--- config.mk ---
export PLATFORM = sky130hd
export DESIGN_NAME = lcnir_top
export DESIGN_NICKNAME = d
export VERILOG_FILES = /design/src/rtl/lcnir_pkg.sv /design/src/rtl/lcnir_cycle_offset.sv /design/src/rtl/lcnir_top.sv
export VERILOG_INCLUDE_DIRS = /design/src /design/src/rtl
export SDC_FILE = /design/constraint.sdc
export NUM_CORES = 1
export LEC_CHECK = 0
export BUFFER_PORTS_ARGS = -buffer_cell sky130_fd_sc_hd__clkbuf_2
export CAP_MARGIN = 20
export CORE_MARGIN = 5
export CORE_UTILIZATION = 41
export DETAILED_ROUTE_END_ITERATION = 8
export GPL_ROUTABILITY_DRIVEN = 0
export GPL_TIMING_DRIVEN = 0
export PLACE_DENSITY = 0.76
export SETUP_SLACK_MARGIN = 0.5
export SKIP_CTS_REPAIR_TIMING = 1
export SYNTH_ARGS = -nofsm -noshare
export SYNTH_HDL_FRONTEND = slang
export SYNTH_HIERARCHICAL = 1
export SYNTH_SLANG_ARGS = --single-unit
--- constraint.sdc ---
create_clock -name I_CLK_SYS -period 1.7 [get_ports I_CLK_SYS]
set_clock_uncertainty 0.05 [all_clocks]
set_input_delay 0.34 -clock I_CLK_SYS [delete_from_list [all_inputs] [get_ports I_CLK_SYS]]
set_output_delay 0.34 -clock I_CLK_SYS [all_outputs]
set_load 0.1 [all_outputs]
--- src/rtl/lcnir_defs.svh ---
// lcnir_defs.svh: offsets, bit positions, reset values and timing counts
// assumes inclusion by bare name from the link control / node_identity_status files
`ifndef LCNIR_DEFS_SVH
`define LCNIR_DEFS_SVH

// register byte offsets on the apb window
`define LCNIR_OFS_LCTRL_SET   12'h000
`define LCNIR_OFS_LCTRL_CLR   12'h004
`define LCNIR_OFS_NODE_IDENTITY_STATUS     12'h008
`define LCNIR_OFS_EVENT       12'h00C
`define LCNIR_OFS_CYC_OFFSET  12'h010

// link control bit positions
`define LCNIR_LC_EXT_ROLL     0
`define LCNIR_LC_LEADER       1
`define LCNIR_LC_TIMER_EN     2
`define LCNIR_LC_PHY_PKT      3
`define LCNIR_LC_SELF_ID      4
`define LCNIR_LC_WIDTH        5
`define LCNIR_LC_RESET        5'h00

// event register bit positions
`define LCNIR_EV_OVERLONG     0

// node identity and status field positions
`define LCNIR_NI_VALID        31
`define LCNIR_NI_ROOT         30
`define LCNIR_NI_CABLE_PWR    27
`define LCNIR_NI_BUS_LSB      6
`define LCNIR_NI_BUS_MSB      15
`define LCNIR_NI_NODE_MSB     5
`define LCNIR_BUS_RESET       10'h3FF
`define LCNIR_NODE_RESET      6'h00

// cycle timer: 3072 periods of 24.576 MHz make one 125 us cycle
`define LCNIR_CYC_PERIOD_US   125
`define LCNIR_CYC_TICK_KHZ    24576
`define LCNIR_CYC_LAST        12'((`LCNIR_CYC_PERIOD_US * `LCNIR_CYC_TICK_KHZ) / 1000 - 1)

`endif

--- src/rtl/lcnir_pkg.sv ---
// lcnir_pkg: types shared by the link control / node_identity_status register bank
// assumes lcnir_defs.svh for all numeric constants
package lcnir_pkg;

  typedef logic [4:0]  lcnir_lctrl_t;
  typedef logic [11:0] lcnir_offset_t;

  // which register an apb address selects
  typedef enum logic [2:0] {
    LCNIR_SEL_SET  = 3'b000,
    LCNIR_SEL_CLR  = 3'b001,
    LCNIR_SEL_NODE = 3'b010,
    LCNIR_SEL_EVT  = 3'b011,
    LCNIR_SEL_CYC  = 3'b100,
    LCNIR_SEL_NONE = 3'b111
  } lcnir_sel_t;

endpackage

--- src/rtl/lcnir_cycle_offset.sv ---
// lcnir_cycle_offset: intra-period counter of the isochronous cycle timer
// assumes i_tick_24m is a one-cycle pulse per 24.576 MHz period, synchronous
`timescale 1ns/10ps
`include "lcnir_defs.svh"

module lcnir_cycle_offset
  import lcnir_pkg::*;
(
  // clock and reset
  input  wire logic          i_clk,
  input  wire logic          i_rst_n,
  // control
  input  wire logic          i_count_en,
  input  wire logic          i_ext_sel,
  input  wire logic          i_ext_tick,
  input  wire logic          i_tick_24m,
  input  wire logic          i_load,
  input  wire lcnir_offset_t i_load_value,
  // state
  output lcnir_offset_t      o_offset,
  output logic               o_rollover
);

  lcnir_offset_t offset_r;
  logic          rollover_r;

  // a received cycle start outranks local counting so the follower re-aligns
  always_ff @(posedge i_clk) begin
    if (!i_rst_n) begin
      offset_r   <= 12'h000;
      rollover_r <= 1'b0;
    end else begin
      rollover_r <= 1'b0;
      if (i_load) begin
        offset_r <= i_load_value;
      end else if (i_count_en) begin
        if (i_ext_sel && i_ext_tick) begin
          offset_r   <= 12'h000;
          rollover_r <= 1'b1;
        end else if (i_tick_24m) begin
          // >= also recovers a count left above 3071 by external mode
          if (!i_ext_sel && offset_r >= `LCNIR_CYC_LAST) begin
            offset_r   <= 12'h000;
            rollover_r <= 1'b1;
          end else begin
            offset_r <= offset_r + 12'h001;
          end
        end
      end
    end
  end

  assign o_offset   = offset_r;
  assign o_rollover = rollover_r;
endmodule

--- src/rtl/lcnir_top.sv ---
// lcnir_top: link control flags and node identity/status register bank
// assumes an apb master on the register side and phy status pulses that are
// synchronous to I_CLK_SYS; the 24.576 MHz count arrives as a tick pulse
//
// Behaviour
// - one written at set port sets bit
// - both ports read current control contents
// - external select rolls timer from external tick
// - otherwise roll over after 3072 ticks
// - leader and root emit cycle start per rollover
// - non-leader accepts received cycle starts
// - overlong event clears leader, blocks setting it
// - count enable advances offset, clear holds it
// - phy packets accepted when receive context enabled
// - self-identification packets accepted when enabled
// - node_identity_status is bus and node numbers
// - valid resets zero, clears on bus reset
// - root flag resets zero, follows phy root
// - cable power flag follows phy report
// - bus number writable, resets all ones
// - node number loaded from phy, read-only
// - offset runs modulo 3072, one 125 us; under external select the offset counts past 3071 until the external tick
//
// Design decisions made here: register access over APB and the placing of the registers.
`timescale 1ns/10ps
`include "lcnir_defs.svh"

module lcnir_top
  import lcnir_pkg::*;
(
  // clock and reset
  input  wire logic        I_CLK_SYS,
  input  wire logic        I_RST_N,
  // apb slave
  input  wire logic        I_PSEL,
  input  wire logic        I_PENABLE,
  input  wire logic        I_PWRITE,
  input  wire logic [11:0] I_PADDR,
  input  wire logic [31:0] I_PWDATA,
  output logic      [31:0] O_PRDATA,
  output logic             O_PREADY,
  output logic             O_PSLVERR,
  // phy status
  input  wire logic        I_PHY_BUS_RESET,
  input  wire logic        I_PHY_NODE_VALID,
  input  wire logic [5:0]  I_PHY_NODE_NUM,
  input  wire logic        I_PHY_ROOT,
  input  wire logic        I_PHY_CABLE_POWER,
  // cycle timer, overlong event and receive context inputs
  input  wire logic        I_TICK_24M,
  input  wire logic        I_EXT_CYCLE_TICK,
  input  wire logic        I_OVERLONG_EVENT,
  input  wire logic        I_RX_CYCLE_START,
  input  wire logic [11:0] I_RX_CYCLE_OFFSET,
  input  wire logic        I_AR_REQ_CTX_EN,
  // link control and status outputs
  output logic             O_EXT_ROLLOVER_SELECT,
  output logic             O_TIMING_LEADER_ENABLE,
  output logic             O_TIMER_COUNT_ENABLE,
  output logic             O_ACCEPT_PHY_PACKETS,
  output logic             O_ACCEPT_SELF_IDENT,
  output logic             O_ACCEPT_CYCLE_START,
  output logic             O_CYCLE_START_REQ,
  output logic      [11:0] O_INTRA_PERIOD_COUNT,
  output logic      [15:0] O_NODE_IDENTITY_STATUS,
  output logic             O_NODE_ADDRESS_VALID
);

  lcnir_lctrl_t  lctrl_r;
  lcnir_lctrl_t  lctrl_nxt;
  lcnir_lctrl_t  set_mask;
  logic          overlong_r;
  logic          node_valid_r;
  logic          root_r;
  logic          cable_pwr_r;
  logic [9:0]    bus_num_r;
  logic [5:0]    node_num_r;
  logic [31:0]   prdata_r;
  logic          pready_r;
  logic          pslverr_r;
  logic          cyc_start_r;
  logic          acc_phy_r;
  logic          acc_cs_r;
  lcnir_sel_t    sel;
  logic          setup;
  logic          wr_go;
  logic [31:0]   rd_word;
  logic [31:0]   node_word;
  lcnir_offset_t offset;
  logic          rollover;
  logic          rx_load;

  // ---------------------------------------------------------------- apb
  always_comb begin
    case (I_PADDR)
      `LCNIR_OFS_LCTRL_SET:  sel = LCNIR_SEL_SET;
      `LCNIR_OFS_LCTRL_CLR:  sel = LCNIR_SEL_CLR;
      `LCNIR_OFS_NODE_IDENTITY_STATUS:    sel = LCNIR_SEL_NODE;
      `LCNIR_OFS_EVENT:      sel = LCNIR_SEL_EVT;
      `LCNIR_OFS_CYC_OFFSET: sel = LCNIR_SEL_CYC;
      default:               sel = LCNIR_SEL_NONE;
    endcase
  end

  assign setup = I_PSEL && !I_PENABLE;
  // pready is registered in setup, so every transfer takes exactly two cycles
  assign wr_go = I_PSEL && I_PENABLE && pready_r && I_PWRITE;

  always_comb begin
    node_word                                           = 32'h0000_0000;
    node_word[`LCNIR_NI_VALID]                          = node_valid_r;
    node_word[`LCNIR_NI_ROOT]                           = root_r;
    node_word[`LCNIR_NI_CABLE_PWR]                      = cable_pwr_r;
    node_word[`LCNIR_NI_BUS_MSB:`LCNIR_NI_BUS_LSB]      = bus_num_r;
    node_word[`LCNIR_NI_NODE_MSB:0]                     = node_num_r;
  end

  always_comb begin
    case (sel)
      LCNIR_SEL_SET:  rd_word = {27'h0000000, lctrl_r};
      LCNIR_SEL_CLR:  rd_word = {27'h0000000, lctrl_r};
      LCNIR_SEL_NODE: rd_word = node_word;
      LCNIR_SEL_EVT:  rd_word = {31'h00000000, overlong_r};
      LCNIR_SEL_CYC:  rd_word = {20'h00000, offset};
      default:        rd_word = 32'h0000_0000;
    endcase
  end

  always_ff @(posedge I_CLK_SYS) begin
    if (!I_RST_N) begin
      prdata_r  <= 32'h0000_0000;
      pready_r  <= 1'b0;
      pslverr_r <= 1'b0;
    end else begin
      pready_r  <= setup;
      pslverr_r <= setup && (sel == LCNIR_SEL_NONE);
      if (setup && !I_PWRITE) begin
        prdata_r <= rd_word;
      end
    end
  end

  // ------------------------------------------------------- link control
  always_comb begin
    set_mask = I_PWDATA[`LCNIR_LC_WIDTH-1:0];
    // leader cannot be set while the overlong flag stands
    if (overlong_r) begin
      set_mask[`LCNIR_LC_LEADER] = 1'b0;
    end
    lctrl_nxt = lctrl_r;
    if (wr_go && sel == LCNIR_SEL_SET) begin
      lctrl_nxt = lctrl_r | set_mask;
    end
    if (wr_go && sel == LCNIR_SEL_CLR) begin
      lctrl_nxt = lctrl_r & ~I_PWDATA[`LCNIR_LC_WIDTH-1:0];
    end
    if (I_OVERLONG_EVENT) begin
      lctrl_nxt[`LCNIR_LC_LEADER] = 1'b0;
    end
  end

  always_ff @(posedge I_CLK_SYS) begin
    if (!I_RST_N) begin
      lctrl_r <= `LCNIR_LC_RESET;
    end else begin
      lctrl_r <= lctrl_nxt;
    end
  end

  // a new overlong event wins over a same-cycle software clear
  always_ff @(posedge I_CLK_SYS) begin
    if (!I_RST_N) begin
      overlong_r <= 1'b0;
    end else if (I_OVERLONG_EVENT) begin
      overlong_r <= 1'b1;
    end else if (wr_go && sel == LCNIR_SEL_EVT && I_PWDATA[`LCNIR_EV_OVERLONG]) begin
      overlong_r <= 1'b0;
    end
  end

  // -------------------------------------------------------- node status
  always_ff @(posedge I_CLK_SYS) begin
    if (!I_RST_N) begin
      node_valid_r <= 1'b0;
    end else if (I_PHY_NODE_VALID) begin
      node_valid_r <= 1'b1;
    end else if (I_PHY_BUS_RESET) begin
      node_valid_r <= 1'b0;
    end
  end

  // node number and root are only ever written by the phy report
  always_ff @(posedge I_CLK_SYS) begin
    if (!I_RST_N) begin
      node_num_r <= `LCNIR_NODE_RESET;
      root_r     <= 1'b0;
    end else if (I_PHY_NODE_VALID) begin
      node_num_r <= I_PHY_NODE_NUM;
      root_r     <= I_PHY_ROOT;
    end
  end

  always_ff @(posedge I_CLK_SYS) begin
    if (!I_RST_N) begin
      cable_pwr_r <= 1'b0;
    end else begin
      cable_pwr_r <= I_PHY_CABLE_POWER;
    end
  end

  always_ff @(posedge I_CLK_SYS) begin
    if (!I_RST_N) begin
      bus_num_r <= `LCNIR_BUS_RESET;
    end else if (wr_go && sel == LCNIR_SEL_NODE) begin
      bus_num_r <= I_PWDATA[`LCNIR_NI_BUS_MSB:`LCNIR_NI_BUS_LSB];
    end
  end

  // -------------------------------------------------------- cycle timer
  assign rx_load = I_RX_CYCLE_START && !lctrl_r[`LCNIR_LC_LEADER];

  lcnir_cycle_offset u_cycle_offset (
    .i_clk        (I_CLK_SYS),
    .i_rst_n      (I_RST_N),
    .i_count_en   (lctrl_r[`LCNIR_LC_TIMER_EN]),
    .i_ext_sel    (lctrl_r[`LCNIR_LC_EXT_ROLL]),
    .i_ext_tick   (I_EXT_CYCLE_TICK),
    .i_tick_24m   (I_TICK_24M),
    .i_load       (rx_load),
    .i_load_value (I_RX_CYCLE_OFFSET),
    .o_offset     (offset),
    .o_rollover   (rollover)
  );

  // registered gating costs one cycle of latency but keeps outputs glitch free
  always_ff @(posedge I_CLK_SYS) begin
    if (!I_RST_N) begin
      cyc_start_r <= 1'b0;
      acc_phy_r   <= 1'b0;
      acc_cs_r    <= 1'b0;
    end else begin
      cyc_start_r <= rollover && lctrl_r[`LCNIR_LC_LEADER] && root_r;
      acc_phy_r   <= lctrl_r[`LCNIR_LC_PHY_PKT] && I_AR_REQ_CTX_EN;
      acc_cs_r    <= !lctrl_r[`LCNIR_LC_LEADER];
    end
  end

  // ------------------------------------------------------------ outputs
  assign O_PRDATA               = prdata_r;
  assign O_PREADY               = pready_r;
  assign O_PSLVERR              = pslverr_r;
  assign O_EXT_ROLLOVER_SELECT  = lctrl_r[`LCNIR_LC_EXT_ROLL];
  assign O_TIMING_LEADER_ENABLE = lctrl_r[`LCNIR_LC_LEADER];
  assign O_TIMER_COUNT_ENABLE   = lctrl_r[`LCNIR_LC_TIMER_EN];
  assign O_ACCEPT_PHY_PACKETS   = acc_phy_r;
  assign O_ACCEPT_SELF_IDENT    = lctrl_r[`LCNIR_LC_SELF_ID];
  assign O_ACCEPT_CYCLE_START   = acc_cs_r;
  assign O_CYCLE_START_REQ      = cyc_start_r;
  assign O_INTRA_PERIOD_COUNT   = offset;
  assign O_NODE_IDENTITY_STATUS              = {bus_num_r, node_num_r};
  assign O_NODE_ADDRESS_VALID   = node_valid_r;
endmodule

Word level (Yosys, flattened, before mapping)
Index checks and enable logic that the tools add are counted.
- bitwise gates (word level): 5
- reduce and logical (&&, ||, !) cells: 32
- muxes and demuxes: 17
- eq/ne operators: 9
- $lt $le $gt $ge: 1
- add/sub/neg operators: 1
- operators with widths (operator ; count):
    $pmux W32 S4 ; 1
    $mux W12 ; 5
    $eq A12 B4 Y1 const B ; 2
    $logic_and A1 B1 Y1 ; 17
    $pmux W3 S5 ; 1
    $add A12 B1 Y12 const B ; 1
    $eq A12 B3 Y1 const B ; 1
    $eq A12 B5 Y1 const B ; 1
    $ge A12 B12 Y1 const B ; 1
    $logic_not A12 Y1 ; 1
    $mux W5 ; 2
    $mux W1 ; 8
    $reduce_bool A2 Y1 ; 4
    $eq A3 B2 Y1 const B ; 2
    $eq A3 B3 Y1 const B ; 2
    $and A5 B5 Y5 ; 1
    $not A5 Y5 ; 1
    $or A5 B5 Y5 ; 1
    $logic_not A1 Y1 ; 4
    $reduce_or A2 Y1 ; 2
    $eq A3 B1 Y1 const B ; 1
    $logic_not A3 Y1 ; 1
    $reduce_bool A3 Y1 ; 1
    $reduce_or A3 Y1 ; 1
    2 further kinds ; 3
- register bits: 75
- input port bits: 76

Depth between registers and ports, before layout
- depth in word-level cells: 7
- gate-level depth with buffers: 7

Cells and area by module
Netlist, hierarchy kept.
- modules (own cells, without submodules) (module ; times used ; area an instance (um^2) ; cells each):
    lcnir_top ; 1 ; 2104.5 ; 215
    lcnir_cycle_offset ; 1 ; 822.0 ; 107

Worst setup path after synthesis
No wires, ideal clock.
- kind: flip-flop to flip-flop
- from: reg u_cycle_offset.offset_r[0], in the netlist u_cycle_offset/o_offset[0]
- to: reg u_cycle_offset.offset_r[1], in the netlist u_cycle_offset/o_offset[1]
- path buffers: 0
- required time: 1.515 ns
- slack: -0.980 ns
- stages on the path, launching flop included: 7
- setup time: 0.135 ns
- arrival: 2.494 ns
- path through: dfxtp_1 > ha_1 > nand3_1 > nor4_1 > nor2_1 > a221oi_1 > a211oi_1
- cells in the longest elaborated chain, start to end: 7
- elaborated cells on any way between the ends: 8
- classes of those cells: add/sub: 1; order compare: 1; mux: 5; reduce/logical: 1
- RTL lines (what ; line ; source):
    start, declared ; lcnir_cycle_offset.sv:24 ; lcnir_offset_t offset_r;
    start signal, assigned ; lcnir_cycle_offset.sv:35 ; offset_r <= i_load_value;
    start signal, assigned ; lcnir_cycle_offset.sv:46 ; offset_r <= offset_r + 12'h001;
    $ge A12 B12 Y1 (no source line) ; - ;
    $logic_and A1 B1 Y1 (no source line) ; - ;
    $mux W12 * ; lcnir_cycle_offset.sv:42 ; if (!i_ext_sel && offset_r >= `LCNIR_CYC_LAST) begin
    $mux W12 * ; lcnir_cycle_offset.sv:40 ; end else if (i_tick_24m) begin
    $mux W12 * ; lcnir_cycle_offset.sv:37 ; if (i_ext_sel && i_ext_tick) begin
    $mux W12 * ; lcnir_cycle_offset.sv:36 ; end else if (i_count_en) begin
    $mux W12 * ; lcnir_cycle_offset.sv:34 ; if (i_load) begin
Every way passes the cells marked *; elsewhere a longest branch is shown, timed or not. The select of a mux whose other input is x is not followed.
A chain may end at the register's enable or synchronous reset.

Worst setup path in the final report
- from: reg u_cycle_offset.offset_r[11], in the netlist u_cycle_offset/o_offset[11]
- to: reg u_cycle_offset.offset_r[4], in the netlist u_cycle_offset/o_offset[4]
- cells in the longest elaborated chain, start to end: 7
- RTL lines (what ; line):
    $ge A12 B12 Y1 (no source line) ; -
    $logic_and A1 B1 Y1 (no source line) ; -
    $mux W12 ; lcnir_cycle_offset.sv:42
    $mux W12 ; lcnir_cycle_offset.sv:40
    $mux W12 ; lcnir_cycle_offset.sv:37
    $mux W12 ; lcnir_cycle_offset.sv:36
    $mux W12 ; lcnir_cycle_offset.sv:34
Every way passes these cells. The select of a mux whose other input is x is not followed.

==> metrics <==
outcome finished with violations; failing checks setup timing; hold slack 0.163 ns; antenna cells 0; clock latency on the worst-skew pair 0.34 ns; CP max-delay cell dfxtp_4; largest net degree at the start of global routing 12; Critical Path RT 1.92 ns; Final WS setup -0.207 ns; most frequent cell on the critical path or3_4; CP cell instances nor2b_4, a221o_1, buf_6, or3_4, or3_4, a21oi_2; FP Rows 30; CTS root buffer clkbuf_8; busiest layer in global routing met2; ANT nets after route 0; Top Ports 146; arrival time at the worst endpoint 2.13 ns; WL/cell 20.0 um; number of max-cap violations 0; crit path kind flop to flop; All-Layer GR Usage 20.0%; minimum clock period 1.91 ns; htree depth 3; die area 8930 um2; Max-slew headroom 58.7%; Final nets 572; Final period util 112%; Mapped Cells 322; synth unique cells 55; dpl hpwl 6850 um; total iterations of the first detailed-routing run 5; number of enable flip-flop cells after synthesis 0; dpl ws -0.220 ns; WL final 11900 um; Worst Setup End Kind flop; Post-Syn Area 2930 um2; Leak 0.00232 uW; syn avg cell area 9.09 um2; pwr/cell area 707 nW/um2; register area share after synthesis 42.4%; drt initial violations 224; fin area 5670 um2; DRC Markers 0; crit-path max cell delay 0.37 ns; setup TNS -0.778 ns; Initial Util 42.6%; FFs w/ async S/R, synth 0%; post-synthesis sequential element count 62; share of cells above drive strength 1 63.0%; top_reg_cell synth dfxtp_1; Worst Max-Slew Pin Slew 0.619 ns; Crit Path Max Fanout 8; die width 94.5 um; type of origin of the critical path flop; RSZ-0062 raised after global routing true; GRT overflow 0; vias in the first global route 2896; M3 GR Usage 4.38%; Area growth, synth to finish 93.7%; CTS clock-pin slew for the worst setup and hold paths 0.08 ns; Final Setup Violations 10; CTS tree built; input/output buffers 114; maximum clock insertion buffer count 2; Core Area 6870 um2; Via-to-Cell Ratio 5.70; Die Y 94.5 um; Ys Warns 6; initial antenna violation count 0; Num CTS Buffers 9; fin. max-slew vios 0; Global Route met2 Usage 32.5%; VDD IR max 0.458 mV; Vias 3395; Max Freq 524 MHz; clk sink count 62; Post-DP Area 3950 um2; HP Class input pin to flop; met1 Usage GRT 26.2%; first-pass GRT wire length 14000 um; final hold vios 0
flip-flops by register name (all words and copies together) (netlist names), named ones only:
register	count
O_PRDATA	19
u_cycle_offset/o_offset	12
bus_num_r	10
node_num_r	6
O_ACCEPT_CYCLE_START	1
O_ACCEPT_PHY_PACKETS	1
O_CYCLE_START_REQ	1
O_NODE_ADDRESS_VALID	1
O_PREADY	1
O_PSLVERR	1
cable_pwr_r	1
lctrl_r	1
overlong_r	1
root_r	1
u_cycle_offset/o_rollover	1
layout by cell type, fill, tap and decap left out, types with 7 or more instances in the layout:
cell type  instances
buf_6              8
mux2i_1           11
o21ai_1           12
buf_12            58
conb_1            13
nand2_1           18
clkbuf_2          59
dfxtp_2           23
buf_4             42
o21ai_0            7
nor2_1            21
nand3_2           19
clkbuf_8          10
a21oi_1            8
dfxtp_4           34
a22o_1            24
metal layers:
layer	vias to the layer above	part of all wire, %	wire (um)
met3	42	6.8	814
li1	1537	-	-
met5	-	0	0
met2	193	52	6140
met1	1623	38	4580
met4	0	3.2	376
cell usage after synthesis, drive strengths merged, types with 4 or more instances:
cell	number	area, um2
o21ai	21	105
a221oi	4	35.0
mux2i	11	110
nand3	29	145
inv	6	22.5
nor2	27	114
a221o	5	50.1
buf	19	141
nor4	4	52.6
nor3	8	45.0
clkbuf	11	41.3
nand3b	4	30.0
a21oi	11	58.8
nand2	19	71.3
and2	6	37.5
a22o	24	210
dfxtp	62	1240
a22oi	5	37.5
nor2b	7	46.3
cell type report:
type / count / area (um2)
Multi-Input combinational cell: 237 / 1900
Timing Repair Buffer: 149 / 1750
Sequential cell: 62 / 1400
Fill cell: 372 / 1200
Clock buffer: 14 / 238
Buffer: 30 / 233
Tap cell: 96 / 120
Inverter: 6 / 22.5
Clock inverter: 2 / 12.5
report_power, final:
part	total (uW)	internal (uW)	switching [uW]
Sequential	1530	1460	69.9
Combinational	941	339	603
Clock	1540	924	618
kinds of logic (layout without fill, tap and decap cells):
group	count (synthesis)	in the layout	synth area share, %
AND/OR/NAND/NOR	124	125	24.4
multiplexers	13	13	4.53
buffers and inverters	36	201	7.01
other	1	13	0.128
flip-flops	62	62	42.4
AO/OA/AOI/OAI	85	85	21.1
adder cells (fa/ha/maj)	1	1	0.427
worst paths after layout:
| kind | start | to | slack (ns) | cells after the start |
|---|---|---|---|---|
| worst max-delay path | u_cycle_offset/o_offset[11] | u_cycle_offset/o_offset[4] | -0.21 | 6 |
| worst min-delay path | I_OVERLONG_EVENT | lctrl_r[1] | 0.16 | 2 |
| worst max register to register | u_cycle_offset/o_offset[11] | u_cycle_offset/o_offset[4] | -0.21 | 6 |
| worst min register to register | cable_pwr_r | O_PRDATA[27] | 0.42 | 1 |
per-stage QoR:
step	std cells	total power, uW	util, %
5_1_grt	596	4140	82.5
2_1_floorplan	334	2120	-
6_report	596	4010	82.5
4_1_cts	560	3780	61.2
3_3_place_gp	544	2290	57.5
3_5_place_dp	544	2290	57.5
critical path, delay by kind of cell (launching register included):
family	cells	cell delay [ns]
and+or+nand+nor	3	0.84
AOI/OAI and AO/OA	2	0.43
DFF	1	0.37
buffers and inverters	1	0.15
No activity file was read; power rests on OpenSTA's default activity.
